--- config.mk ---
export PLATFORM = sky130hd
export DESIGN_NAME = bps_host
export DESIGN_NICKNAME = d
export VERILOG_FILES = /design/src/rtl/bps_pkg.sv /design/src/rtl/bps_host.sv
export VERILOG_INCLUDE_DIRS = /design/src /design/src/rtl
export SDC_FILE = /design/constraint.sdc
export NUM_CORES = 1
export LEC_CHECK = 0
export BUFFER_PORTS_ARGS = -buffer_cell sky130_fd_sc_hd__buf_4
export CAP_MARGIN = 20
export CORE_MARGIN = 8
export CORE_UTILIZATION = 49
export CTS_CLUSTER_DIAMETER = 150
export DETAILED_ROUTE_END_ITERATION = 10
export HOLD_SLACK_MARGIN = 0.15
export PLACE_DENSITY = 0.85
export SYNTH_ARGS = -nofsm -noshare
export SYNTH_HDL_FRONTEND = slang
export SYNTH_SLANG_ARGS = --single-unit
--- constraint.sdc ---
create_clock -name core_clk_in -period 2.75 [get_ports core_clk_in]
set_clock_uncertainty 0.05 [all_clocks]
set_input_delay 0.4125 -clock core_clk_in [delete_from_list [all_inputs] [get_ports core_clk_in]]
set_output_delay 0.4125 -clock core_clk_in [all_outputs]
set_load 0.005 [all_outputs]
--- src/rtl/bps_defs.svh ---
/*
  Timing counts, command codes and limits for the byte program sequencer.
  Assumes a 100 MHz core clock; pulse, recovery and settle counts are derived from a time in ns.
*/
// Overview of operation
// - Host always ends programming with verify command
// - Host compares; mismatch repeats whole attempt
// - Host times 10 us programming pulse
// - At most 25 attempts per byte
// - Host waits 6 us before verify read
// - FFH write returns device to read
// - Supply settled 100 ns before commands
// - Interrupt mid-pulse forces early verify command
// - Abort from set-up needs reset twice
`ifndef BPS_DEFS_SVH
`define BPS_DEFS_SVH

`define BPS_CLK_NS 10
`define BPS_CMD_SETUP 8'h40
`define BPS_CMD_VERIFY 8'hc0
`define BPS_CMD_RESET 8'hff
`define BPS_MAX_PULSES 5'h19
`define BPS_PULSE_NS 10000
`define BPS_RECOV_NS 6000
`define BPS_SETTLE_NS 100
`define BPS_PULSE_CYC ((`BPS_PULSE_NS + `BPS_CLK_NS - 1) / `BPS_CLK_NS)
`define BPS_RECOV_CYC ((`BPS_RECOV_NS + `BPS_CLK_NS - 1) / `BPS_CLK_NS)
`define BPS_SETTLE_CYC ((`BPS_SETTLE_NS + `BPS_CLK_NS - 1) / `BPS_CLK_NS)
`define BPS_WE_FIRST 10'h001
`define BPS_WE_LAST 10'h004
`define BPS_WR_END 10'h005
`define BPS_RD_END 10'h007

`endif

--- src/rtl/bps_pkg.sv ---
/*
  Types of the byte program sequencer: request, flash pin bundle, states.
  Assumes a 32K x 8 parallel flash on the far side of the pins.
*/
package bps_pkg;

  typedef struct packed {
    logic [14:0] addr;
    logic [7:0] data;
  } bps_req_t;

  typedef struct packed {
    logic [14:0] addr;
    logic [7:0] dq;
    logic dq_oe_n;
    logic we_n;
    logic oe_n;
    logic ce_n;
  } bps_bus_t;

  typedef enum logic [3:0] {
    S_IDLE = 4'h0,
    S_VPP_ON = 4'h1,
    S_SETTLE = 4'h2,
    S_WR_SETUP = 4'h3,
    S_WR_PROG = 4'h4,
    S_PULSE = 4'h5,
    S_WR_VERIFY = 4'h6,
    S_RECOVER = 4'h7,
    S_READ = 4'h8,
    S_COMPARE = 4'h9,
    S_WR_RESET1 = 4'ha,
    S_WR_RESET2 = 4'hb,
    S_FINISH = 4'hc
  } bps_state_t;

endpackage

--- src/rtl/bps_host.sv ---
/*
  Host-side sequencer that programs one byte of a parallel flash per request
  through set-up, program, timed pulse, verify, margin read and reset writes.
  Assumes the flash pins are synchronous to core_clk_in and that an external
  switch ramps the programming supply and reports when the ramp is done.
*/
`timescale 1ns/100ps
`default_nettype none
`include "bps_defs.svh"

module bps_host
  import bps_pkg::*;
(
  // Clock and reset
  input wire logic core_clk_in,
  input wire logic rstn_in,
  // User request
  input wire logic start_in,
  input wire bps_req_t req_in,
  output logic busy_out,
  output logic done_out,
  output logic fail_out,
  output logic [4:0] pulses_out,
  // System interrupt pending
  input wire logic irq_in,
  // Programming supply
  output logic prog_supply_high_out,
  input wire logic supply_ramped_in,
  // Flash pins
  output bps_bus_t flash_out,
  input wire logic [7:0] flash_dq_in
);

  localparam int PULSE_END = `BPS_PULSE_CYC - 1;
  localparam int RECOV_END = `BPS_RECOV_CYC - 1;

  bps_state_t st_q, st_d;
  logic [9:0] cyc_q, cyc_d;
  logic [4:0] cnt_q, cnt_d;
  bps_req_t req_q, req_d;
  logic [7:0] rd_q, rd_d;
  logic fail_q, fail_d;
  logic done_q, done_d;
  logic vpp_q, vpp_d;
  bps_bus_t bus_q, bus_d;

  function automatic logic is_write(input bps_state_t s);
    is_write = (s == S_WR_SETUP) || (s == S_WR_PROG) || (s == S_WR_VERIFY) ||
               (s == S_WR_RESET1) || (s == S_WR_RESET2);
  endfunction

  function automatic logic [7:0] wr_data(input bps_state_t s, input logic [7:0] d);
    case (s)
      S_WR_SETUP: wr_data = `BPS_CMD_SETUP;
      S_WR_PROG: wr_data = d;
      S_WR_VERIFY: wr_data = `BPS_CMD_VERIFY;
      default: wr_data = `BPS_CMD_RESET;
    endcase
  endfunction

  always_comb begin
    st_d = st_q;
    cyc_d = cyc_q + 10'h001;
    cnt_d = cnt_q;
    req_d = req_q;
    rd_d = rd_q;
    fail_d = fail_q;
    done_d = 1'b0;
    vpp_d = vpp_q;
    case (st_q)
      S_IDLE: begin
        cyc_d = 10'h000;
        if (start_in) begin
          req_d = req_in;
          cnt_d = 5'h00;
          fail_d = 1'b0;
          vpp_d = 1'b1;
          st_d = S_VPP_ON;
        end
      end
      S_VPP_ON: begin
        cyc_d = 10'h000;
        if (supply_ramped_in) begin
          st_d = S_SETTLE;
        end
      end
      S_SETTLE: begin
        // Supply must be stable before the first command write
        if (cyc_q == 10'(`BPS_SETTLE_CYC - 1)) begin
          cyc_d = 10'h000;
          st_d = S_WR_SETUP;
        end
      end
      S_PULSE: begin
        // Pulse always ends in a verify write, early on an interrupt
        if (cyc_q == 10'(PULSE_END) || irq_in) begin
          cyc_d = 10'h000;
          st_d = S_WR_VERIFY;
        end
      end
      S_RECOVER: begin
        if (cyc_q == 10'(RECOV_END)) begin
          cyc_d = 10'h000;
          st_d = S_READ;
        end
      end
      S_READ: begin
        if (cyc_q == `BPS_RD_END) begin
          rd_d = flash_dq_in;
          cyc_d = 10'h000;
          st_d = S_COMPARE;
        end
      end
      S_COMPARE: begin
        cyc_d = 10'h000;
        // Compare against kept data; retry or give up at the limit
        if (rd_q == req_q.data) begin
          st_d = S_WR_RESET1;
        end else if (cnt_q == `BPS_MAX_PULSES) begin
          fail_d = 1'b1;
          st_d = S_WR_RESET1;
        end else begin
          st_d = S_WR_SETUP;
        end
      end
      S_FINISH: begin
        cyc_d = 10'h000;
        vpp_d = 1'b0;
        done_d = 1'b1;
        st_d = S_IDLE;
      end
      default: begin
        if (is_write(st_q) && cyc_q == `BPS_WR_END) begin
          cyc_d = 10'h000;
          case (st_q)
            S_WR_SETUP: st_d = S_WR_PROG;
            S_WR_PROG: begin
              cnt_d = cnt_q + 5'h01;
              st_d = S_PULSE;
            end
            S_WR_VERIFY: st_d = S_RECOVER;
            S_WR_RESET1: st_d = S_WR_RESET2;
            default: st_d = S_FINISH;
          endcase
        end else if (!is_write(st_q)) begin
          st_d = S_IDLE;
        end
      end
    endcase
  end

  // Pins follow the next state so the strobes come straight from flip-flops
  always_comb begin
    bus_d.addr = req_d.addr;
    bus_d.dq = wr_data(st_d, req_d.data);
    bus_d.dq_oe_n = !is_write(st_d);
    bus_d.we_n = !(is_write(st_d) && cyc_d >= `BPS_WE_FIRST && cyc_d <= `BPS_WE_LAST);
    bus_d.oe_n = (st_d != S_READ);
    bus_d.ce_n = !(is_write(st_d) || st_d == S_READ);
  end

  always_ff @(posedge core_clk_in or negedge rstn_in) begin
    if (!rstn_in) begin
      st_q <= S_IDLE;
      cyc_q <= 10'h000;
      cnt_q <= 5'h00;
      req_q <= '0;
      rd_q <= 8'h00;
      fail_q <= 1'b0;
      done_q <= 1'b0;
      vpp_q <= 1'b0;
      bus_q <= {15'h0000, 8'h00, 1'b1, 1'b1, 1'b1, 1'b1};
    end else begin
      st_q <= st_d;
      cyc_q <= cyc_d;
      cnt_q <= cnt_d;
      req_q <= req_d;
      rd_q <= rd_d;
      fail_q <= fail_d;
      done_q <= done_d;
      vpp_q <= vpp_d;
      bus_q <= bus_d;
    end
  end

  assign flash_out = bus_q;
  assign busy_out = (st_q != S_IDLE);
  assign done_out = done_q;
  assign fail_out = fail_q;
  assign pulses_out = cnt_q;
  assign prog_supply_high_out = vpp_q;
endmodule

`default_nettype wire

==> results.json, run 1 <==
{
  "clkLatencyLatePin_ns": 0.35,
  "setup_violations": 0,
  "cts_setup_buffers": 0,
  "p_sw_uw": 981,
  "crit_type": "reg -> reg",
  "cts.clk_slew.worst_paths_ns": 0.07,
  "drc": 0,
  "drive_gt1_share_pct": 29.2,
  "min_to": "flash_out[12]",
  "relSlewSlack_pct": 47.3,
  "synth_nets": 401,
  "ant_nets": 0,
  "firstDrtPassIters": 4,
  "area_growth_pct": 24.6,
  "antenna_found_initial": 0,
  "die_h_um": 98.4,
  "setup_tns_ns": 0,
  "worst_r2r_path_depth": 8,
  "synth_ff_type": "dfrtp_1",
  "power_frac_clock_pct": 30.9,
  "chipWidth_um": 98.4,
  "overflow": 0,
  "num_antenna_cells": 0,
  "ys_ff_latch": 65,
  "cts.htree.levels": 3,
  "outcome": "finished, final reports clean",
  "syn_area_sq_um": 3330,
  "switching_share_pct": 30.7,
  "root_buffer": "clkbuf_8",
  "finalHoldViolations": 0,
  "via_per_inst": 5.45,
  "pwr-share-seq_pct": 38.8,
  "grt_max_degree": 66,
  "timing.rr.start": "cyc_q[0]",
  "hold_path.startpoint": "req_in[8]",
  "r2r-end": "flash_out[2]",
  "fmaxAchievable_ghz": 0.388,
  "drv_cap": 0,
  "intPower_mw": 2.21,
  "grt_pass1_vias": 2716,
  "tightest_slew_ns": 0.791,
  "reg2reg_slack_ns": 0.17,
  "dp_hpwl_mm": 5.85,
  "dieArea_sq_um": 9680,
  "critPathLaunchType": "register",
  "yosysSeqAreaShare_pct": 49.0,
  "initial_core_util_pct": 49.8,
  "fp.coreArea_sq_um": 6680,
  "postRouteWirelength_mm": 7.82,
  "pwr_density_cell_nw_per_um2": 771,
  "ios": 72,
  "hold_depth": 3,
  "cts_tree": "yes",
  "ys_warn_count": 0,
  "wl_per_cell_um": 15.3,
  "nets": 466,
  "yosys.cell_types.count": 49,
  "fin_util_pct": 62.0,
  "finalCritPeriodShare_pct": 93.7,
  "ir_drop_mv": 0.298,
  "fp-row-count": 30,
  "slew_viol_final": 0,
  "clock-sinks": 65,
  "synth-edff-count": 0,
  "numCtsBuffers": 9,
  "crit_path_end_kind": "register",
  "cp.arrival_ns": 2.79,
  "required_ns": 2.97,
  "postSynthCellCount": 361,
  "pwr-share-comb_pct": 30.3,
  "syn_avg_cell_area_sq_um": 9.22,
  "grt_pass1_wl_mm": 12.8,
  "postSynth.asyncResetShare_pct": 100,
  "hold_class": "in -> reg",
  "drt_first_iter_violations": 205,
  "cts_max_path_buffers": 2,
  "p_leak_nw": 2.10,
  "via_count": 2783,
  "port_buffers": 71,
  "rsz0062_at_grt": "false",
  "fin_crit_ns": 2.58,
  "cp_max_fo": 6,
  "gp_congestion": 0.867,
  "grt_usage_pct": 16.3
}
==> critical path, stage by stage (launching register included) <==
cell	delay [ns]
dfrtp_1	0.44
ha_1	0.22
and4b_1	0.25
nand4_1	0.18
a21o_1	0.22
nor4bb_2	0.38
nand3_2	0.11
mux2i_1	0.15
or4_1	0.50
==> cells by family (layout without fill, tap and decap cells) <==
group	count (synthesis)	after routing	share of synthesized area, %
and+or+nand+nor	180	180	26.5
AOI/OAI and AO/OA	38	38	7.03
muxes	10	10	3.31
DFF	65	65	49.0
buffers and inverters	42	112	6.81
adders and majority gates	4	4	1.50
xor gates and xnor gates	22	22	5.79
==> registers in the layout, summed over array words and instances, names as in the netlist <==
| register | count |
|---|---|
| flash_out | 27 |
| done_out | 1 |
| pulses_out | 5 |
| req_q | 8 |
| rd_q | 8 |
| prog_supply_high_out | 1 |
| fail_out | 1 |
| st_q | 4 |
| cyc_q | 10 |
==> power by group through the flow <==
stage,Clock (mW),Sequential [mW],Combinational (mW)
2_1_floorplan,0,1.20,0.626
3_3_place_gp,0,1.25,0.922
3_5_place_dp,0,1.25,0.957
4_1_cts,0.999,1.24,0.963
5_1_grt,1.04,1.26,1.06
6_report,0.988,1.24,0.969
==> stage by stage <==
stage	hold slack [ns]	setup WS [ns]	instances	total power, mW	instance area (sq um)
CTS	0.195	0.183	511	3.20	4140
finish	0.205	0.173	511	3.20	4150
global placement	0.410	0.255	494	2.17	3890
global route	0.198	0.0595	511	3.36	4150
floorplan	0.0669	0.171	361	1.83	3330
detailed placement	0.414	0.187	494	2.21	3890
==> cell usage after synthesis (6+ instances only) <==
library cell,number,area share (%)
buf_4,15,3.4
clkbuf_1,14,1.6
dfrtp_1,61,46
inv_1,6,0.68
mux2_2,8,2.7
nand2_1,83,9.4
nand3_1,15,2.3
nand4_1,7,1.3
nor2_1,33,3.7
nor4_1,10,1.9
o21ai_0,15,2.3
xnor2_1,7,1.8
xor2_1,15,3.9
==> worst max-delay path by stage <==
stage | slack, ns | cells past startpoint | start | to
floorplan | 0.17 | 8 | cyc_q[5] | flash_out[2]
global placement | 0.25 | 7 | st_q[1] | flash_out[2]
detailed placement | 0.19 | 7 | st_q[1] | flash_out[2]
CTS | 0.18 | 9 | cyc_q[0] | flash_out[4]
global route | 0.06 | 8 | cyc_q[0] | flash_out[2]
finish | 0.17 | 8 | cyc_q[0] | flash_out[2]
==> layout make-up <==
type	instances	area, sq um
multi-input cells	254	1470
clock inverters	5	103
flip-flops and latches	65	1630
clock buffers	11	141
repair buffers	89	671
well taps	80	100
inverters	7	26.3
fillers	537	2540
==> routing by layer <==
metal	share of wire, %	up-vias	global-route usage [%]
li1	-	1338	-
met1	41	1324	19.1
met2	49	102	26.4
met3	6.8	19	4.20
met4	2.9	0	9.68
met5	0	-	0
==> placed cells by master, fill, tap and decap left out, drive strengths merged, types with 5 or more instances in the layout <==
| cell | instances |
|---|---|
| dfrtp | 61 |
| o21ai | 16 |
| and3 | 5 |
| nand4 | 7 |
| nand3 | 16 |
| nor2 | 33 |
| nand2 | 83 |
| or3 | 5 |
| xor2 | 15 |
| mux2 | 8 |
| buf | 88 |
| a21oi | 5 |
| xnor2 | 7 |
| clkbuf | 11 |
| nor4 | 10 |
| inv | 7 |
==> timing repair <==
item,4_1_cts,5_1_grt
endpoints found under the setup margin,0,5
hold buffers,1,0
resized for setup,0,1
endpoints found under the hold margin,61,0
(Power assumes the default switching activity.)
==> run 2: changes to the inputs <==
--- a/config.mk
+++ b/config.mk
@@ -6,14 +6,15 @@
 export SDC_FILE = /design/constraint.sdc
 export NUM_CORES = 1
 export LEC_CHECK = 0
+export ABC_AREA = 1
 export BUFFER_PORTS_ARGS = -buffer_cell sky130_fd_sc_hd__buf_4
 export CAP_MARGIN = 20
 export CORE_MARGIN = 8
-export CORE_UTILIZATION = 49
+export CORE_UTILIZATION = 50
 export CTS_CLUSTER_DIAMETER = 150
 export DETAILED_ROUTE_END_ITERATION = 10
 export HOLD_SLACK_MARGIN = 0.15
-export PLACE_DENSITY = 0.85
+export PLACE_DENSITY = 0.86
 export SYNTH_ARGS = -nofsm -noshare
 export SYNTH_HDL_FRONTEND = slang
 export SYNTH_SLANG_ARGS = --single-unit
==> run 2 against run 1 <==
Compared with the run above: clock power is 16% lower; largest power group is now combinational cells; die area is 3.3% higher; critical path depth stayed put; cell count is 18% higher; synthesized cell count is 21% higher; fmax is 12% higher; sequential share of layout area is 1.2 points lower; flip-flop and latch count stayed put; area after synthesis is 6.1% higher.
==> results.json, run 2 <==
{
  "grt_pass1_wl_mm": 13.8,
  "crit_top_cell": "nand2_1",
  "overflow": 0,
  "postSynth.asyncResetShare_pct": 100,
  "dp_hpwl_mm": 6.15,
  "nFillCells": 565,
  "fp-row-count": 30,
  "grt_pass1_vias": 2963,
  "cp.arrival_ns": 2.48,
  "drive_gt1_share_pct": 29.2,
  "yosysSeqAreaShare_pct": 46.2,
  "clkLatencyLatePin_ns": 0.35,
  "reg2reg_slack_ns": 0.45,
  "wl_per_cell_um": 13.8,
  "slew_viol_final": 0,
  "nets": 541,
  "cts_tree": "yes",
  "syn_avg_cell_area_sq_um": 8.07,
  "die_h_um": 100,
  "timing.rr.start": "st_q[2]",
  "num_antenna_cells": 0,
  "ys_warn_count": 0,
  "cts_setup_buffers": 0,
  "hold_class": "in -> reg",
  "cts_max_path_buffers": 2,
  "synth_top_cell_by_area": "dfrtp_1",
  "synth_nets": 477,
  "cp_max_fo": 22,
  "hold_ws_ns": 0.204,
  "multiInputGateArea_sq_um": 1530,
  "synth_top_area_share_pct": 43.3,
  "synth_common_cells": "nand2_1, dfrtp_1, nor2_1, inv_1, nand3_1",
  "required_ns": 2.93,
  "drt_first_iter_violations": 185,
  "yosys.cell_types.count": 35,
  "numCtsBuffers": 9,
  "crit_type": "reg -> reg",
  "worst_r2r_path_depth": 8,
  "relSlewSlack_pct": 45.7,
  "synthTopCellsByArea": "dfrtp_1, nand2_1, nor2_1, inv_1, buf_4",
  "outcome": "finished, final reports clean",
  "critPathLaunchType": "register",
  "finalCritPeriodShare_pct": 83.7,
  "cts.clk_slew.worst_paths_ns": 0.08,
  "postSynthCellCount": 437,
  "fin_crit_ns": 2.30,
  "antenna_found_initial": 0,
  "drv_cap": 0,
  "fmaxAchievable_ghz": 0.435,
  "slowest_stage": "clkinvlp_4",
  "port_buffers": 71,
  "setup_violations": 0,
  "rsz0062_at_grt": "false",
  "via_count": 2913,
  "crit_path_end_kind": "register",
  "gp_congestion": 0.922,
  "r2r-end": "flash_out[10]",
  "area_growth_pct": 21.0,
  "clock-sinks": 65,
  "ant_nets": 0,
  "chipWidth_um": 100,
  "syn_area_sq_um": 3530,
  "initial_core_util_pct": 51.6,
  "crit_chain": "nor2_2 -> inv_2 -> nor2_1 -> nand2_1 -> clkinvlp_4 -> or2_2 -> o21ai_0 -> nand2_1",
  "ios": 72,
  "largest_register_ffs": 27,
  "fp.coreArea_sq_um": 6830,
  "hold_path.startpoint": "req_in[11]",
  "via_per_inst": 4.84,
  "synth-edff-count": 0,
  "grt_usage_pct": 17.3,
  "tightest_slew_ns": 0.815,
  "drc": 0,
  "root_buffer": "clkbuf_8",
  "hold_depth": 3,
  "worst_path_largest_cell_delay_ns": 0.47,
  "firstDrtPassIters": 4,
  "postRouteWirelength_mm": 8.32,
  "final_common_cell": "nand2_1",
  "min_to": "flash_out[15]",
  "p_leak_nw": 2.32,
  "yosysMostFrequentCell": "nand2_1",
  "dieArea_sq_um": 10000,
  "setup_tns_ns": 0,
  "finalHoldViolations": 0,
  "synth_ff_type": "dfrtp_1",
  "grt_max_degree": 66,
  "seq_area_sq_um": 1630,
  "pwr_density_cell_nw_per_um2": 995,
  "cts.htree.levels": 3,
  "ir_drop_mv": 0.461,
  "ys_ff_latch": 65,
  "mostFrequentLayoutCells": "nand2_1, buf_4, dfrtp_1"
}
## run 2: worst max-delay path by stage
stage	startpoint	to	slack, ns	cells past startpoint
floorplan	cyc_q[0]	flash_out[10]	0.94	13
global placement	st_q[0]	flash_out[10]	0.44	8
detailed placement	st_q[1]	flash_out[10]	0.28	8
CTS	st_q[2]	flash_out[10]	0.22	8
global route	st_q[2]	flash_out[10]	0.22	8
finish	st_q[2]	flash_out[10]	0.45	8
## run 2: logic make-up (layout without fill, tap and decap cells)
logic type	after synthesis	count (layout)	share of synthesized area (%)
muxes	8	8	2.55
AOI/OAI and AO/OA	20	20	3.51
buffers and inverters	80	149	10.5
and+or+nand+nor	249	249	33.1
DFF	65	65	46.2
xor gates and xnor gates	11	11	2.73
adders and majority gates	4	4	1.42
## run 2: critical path, delay by kind of cell, from the launching register on
kind	cells	cell delay (ns)
buf+inv	2	0.54
flops	1	0.46
simple gates	5	0.98
compound gates	1	0.14
## run 2: through the flow
stage	std cells	utilization (%)	setup WS (ns)	power (mW)	area (sq um)
after global routing	602	62.5	0.220	4.56	4270
after floorplan	437	-	0.943	2.86	3530
after detailed placement	585	59.3	0.275	3.42	4050
after global placement	585	59.3	0.437	3.37	4050
final	602	62.5	0.449	4.25	4270
after CTS	602	62.5	0.222	4.28	4270
## run 2: power breakdown
part / internal [mW] / total [mW] / switching [mW]
combinational: 0.766 / 1.96 / 1.19
sequential: 1.26 / 1.46 / 0.198
clock: 0.427 / 0.833 / 0.406
total: 2.45 / 4.25 / 1.80
## run 2: area by class of cell
class                   instances  share of cell area, %
flip-flops and latches         65                   38.2
multi-input cells             292                   35.8
repair buffers                 75                   13.2
inverters                      58                   5.19
clock buffers                   9                   2.90
well taps                      96                   2.81
clock inverters                 7                   1.88
## run 2: layer usage
metal	GRT usage, %	wire length, um	vias to the layer above
met5	0	0	-
met1	20.2	3520	1375
li1	-	-	1448
met4	6.63	99	0
met3	5.12	491	9
met2	29.1	4210	81
## run 2: repair_timing
item | 4_1_cts | 5_1_grt
hold endpoints to repair | 52 | 0
gates resized for setup | 0 | 1
setup endpoints to repair | 0 | 1
hold buffers | 1 | 0
==> run 3: changes to the inputs <==
--- a/config.mk
+++ b/config.mk
@@ -6,15 +6,15 @@
 export SDC_FILE = /design/constraint.sdc
 export NUM_CORES = 1
 export LEC_CHECK = 0
-export ABC_AREA = 1
+export ABC_AREA = 0
 export BUFFER_PORTS_ARGS = -buffer_cell sky130_fd_sc_hd__buf_4
 export CAP_MARGIN = 20
 export CORE_MARGIN = 8
-export CORE_UTILIZATION = 50
+export CORE_UTILIZATION = 49
 export CTS_CLUSTER_DIAMETER = 150
 export DETAILED_ROUTE_END_ITERATION = 10
 export HOLD_SLACK_MARGIN = 0.15
-export PLACE_DENSITY = 0.86
+export PLACE_DENSITY = 0.85
 export SYNTH_ARGS = -nofsm -noshare
 export SYNTH_HDL_FRONTEND = slang
 export SYNTH_SLANG_ARGS = --single-unit
==> constraint.sdc (replaced) <==
create_clock -name core_clk_in -period 1.9 [get_ports core_clk_in]
set_clock_uncertainty 0.05 [all_clocks]
set_input_delay 0.285 -clock core_clk_in [delete_from_list [all_inputs] [get_ports core_clk_in]]
set_output_delay 0.285 -clock core_clk_in [all_outputs]
set_load 0.005 [all_outputs]
==> run 3 against run 2 <==
Compared with the run above: the flow now finishes with violations (negative setup slack); largest power group unchanged; global-route usage increased by 4.6 points; non-clock buffer count up 95; clock power rose by 57%; flip-flop and latch count unchanged; sequential power is 19% higher; core utilization grew 16 points; count of clock-buffer cells in the layout grew 4; routed wire length rose by 33%.
==> results.json, run 3 (same netlist as run 1, synthesis figures left out) <==
{
  "dp_hpwl_mm": 6.60,
  "timing.rr.start": "cyc_q[0]",
  "dieArea_sq_um": 9680,
  "rsz0062_at_grt": "true",
  "setup_violations": 37,
  "drt_first_iter_violations": 189,
  "fmaxAchievable_ghz": 0.381,
  "finalCritPeriodShare_pct": 138,
  "tightest_slew_ns": 0.826,
  "cp.arrival_ns": 2.80,
  "wl_per_cell_um": 18.7,
  "largest_register_ffs": 27,
  "via_per_inst": 5.57,
  "grt_usage_pct": 21.9,
  "drc": 0,
  "die_h_um": 98.4,
  "mostFrequentLayoutCells": "buf_4, nand2_1, dfrtp_1",
  "worst_r2r_path_depth": 8,
  "outcome": "finished, violations left",
  "antenna_found_initial": 0,
  "cp_max_fo": 3,
  "finalHoldViolations": 0,
  "gp_congestion": 0.884,
  "grt_pass1_wl_mm": 17.1,
  "required_ns": 2.07,
  "firstDrtPassIters": 5,
  "cts_tree": "yes",
  "r2r-end": "flash_out[10]",
  "slew_viol_final": 0,
  "ant_nets": 0,
  "fp-row-count": 30,
  "crit_type": "reg -> reg",
  "cp-endpoint": "flash_out[10]",
  "stdcell_count": 592,
  "postRouteWirelength_mm": 11.1,
  "final_common_cell": "buf_4",
  "port_buffers": 71,
  "worst_slack_ns": -0.725,
  "ir_drop_mv": 0.916,
  "fp.coreArea_sq_um": 6680,
  "clock-sinks": 65,
  "total_power_mw": 5.68,
  "crit_path_end_kind": "register",
  "p_leak_nw": 2.55,
  "relSlewSlack_pct": 44.9,
  "placed_cells": 536,
  "chipWidth_um": 98.4,
  "numCtsBuffers": 9,
  "cts_max_path_buffers": 2,
  "fin_crit_ns": 2.63,
  "violations": "negative setup slack",
  "place_ws_ns": -0.566,
  "reg2reg_slack_ns": -0.73,
  "clkLatencyLatePin_ns": 0.35,
  "critPathLaunchType": "register",
  "initial_core_util_pct": 49.8,
  "ios": 72,
  "area_growth_pct": 57.0,
  "drive_gt1_share_pct": 44.1,
  "grt_max_degree": 66,
  "pwr_density_cell_nw_per_um2": 1090,
  "cts.clk_slew.worst_paths_ns": 0.08,
  "num_antenna_cells": 0,
  "grt_pass1_vias": 3393,
  "overflow": 0,
  "nets": 547,
  "via_count": 3295,
  "hold_ws_ns": 0.201,
  "cts.htree.levels": 3,
  "root_buffer": "clkbuf_8",
  "drv_cap": 0,
  "hold_class": "in -> reg",
  "startpoint": "cyc_q[0]"
}
run 3: power by group:
group | internal [mW] | switching [mW] | total (mW)
clock network | 0.752 | 0.553 | 1.31
logic | 1.39 | 1.25 | 2.63
registers | 1.61 | 0.132 | 1.74
total | 3.75 | 1.93 | 5.68
run 3: routing by layer:
| metal | vias to the layer above | wire length, um | share of wire [%] | global-route usage, % |
|---|---|---|---|---|
| li1 | 1501 | - | - | - |
| met1 | 1615 | 4270 | 39 | 24.4 |
| met2 | 144 | 5780 | 52 | 38.1 |
| met3 | 35 | 632 | 5.7 | 5.05 |
| met4 | 0 | 379 | 3.4 | 11.0 |
| met5 | - | 0 | 0 | 0 |
run 3: what timing repair did:
action,CTS,global route
setup buffers,9,6
hold endpoints to repair,87,0
gates cloned,0,0
pin swaps,36,22
resized for setup,49,30
endpoints found under the setup margin,35,58
hold buffers,27,0
run 3: final cells by class:
class	instances	area, sq um
sequential	65	1630
clock buffer	13	179
clock inverter	3	46.3
inverter	7	28.8
fill	382	1460
timing repair buffer	170	1410
tap	80	100
multi-input combinational	254	1830
run 3: critical path, stage by stage, from the launching register on:
cell	delay [ns]
dfrtp_1	0.39
ha_2	0.20
and4b_1	0.28
nand4_1	0.24
a21o_1	0.28
nor4bb_4	0.31
buf_4	0.18
nand4_1	0.15
or3_1	0.42
run 3: worst min-delay path by stage:
| stage | startpoint | end | slack (ns) | cells past startpoint |
|---|---|---|---|---|
| after floorplan | rstn_in | cyc_q[0] | -0.06 | 0 |
| after global placement | rstn_in | rd_q[5] | 0.36 | 1 |
| after detailed placement | rstn_in | rd_q[1] | 0.38 | 1 |
| after CTS | req_in[4] | req_q[4] | 0.15 | 3 |
| after global routing | req_in[0] | req_q[0] | 0.21 | 3 |
| final | req_in[0] | req_q[0] | 0.20 | 3 |
run 3: through the flow:
step           TNS (ns)  util [%]  area, sq um
3_5_place_dp     -11.56      63.6         4250
2_1_floorplan     -5.25         -         3400
6_report         -12.14      78.2         5220
3_3_place_gp      -8.98      63.6         4250
4_1_cts           -6.70      75.5         5040
5_1_grt          -14.21      78.2         5220
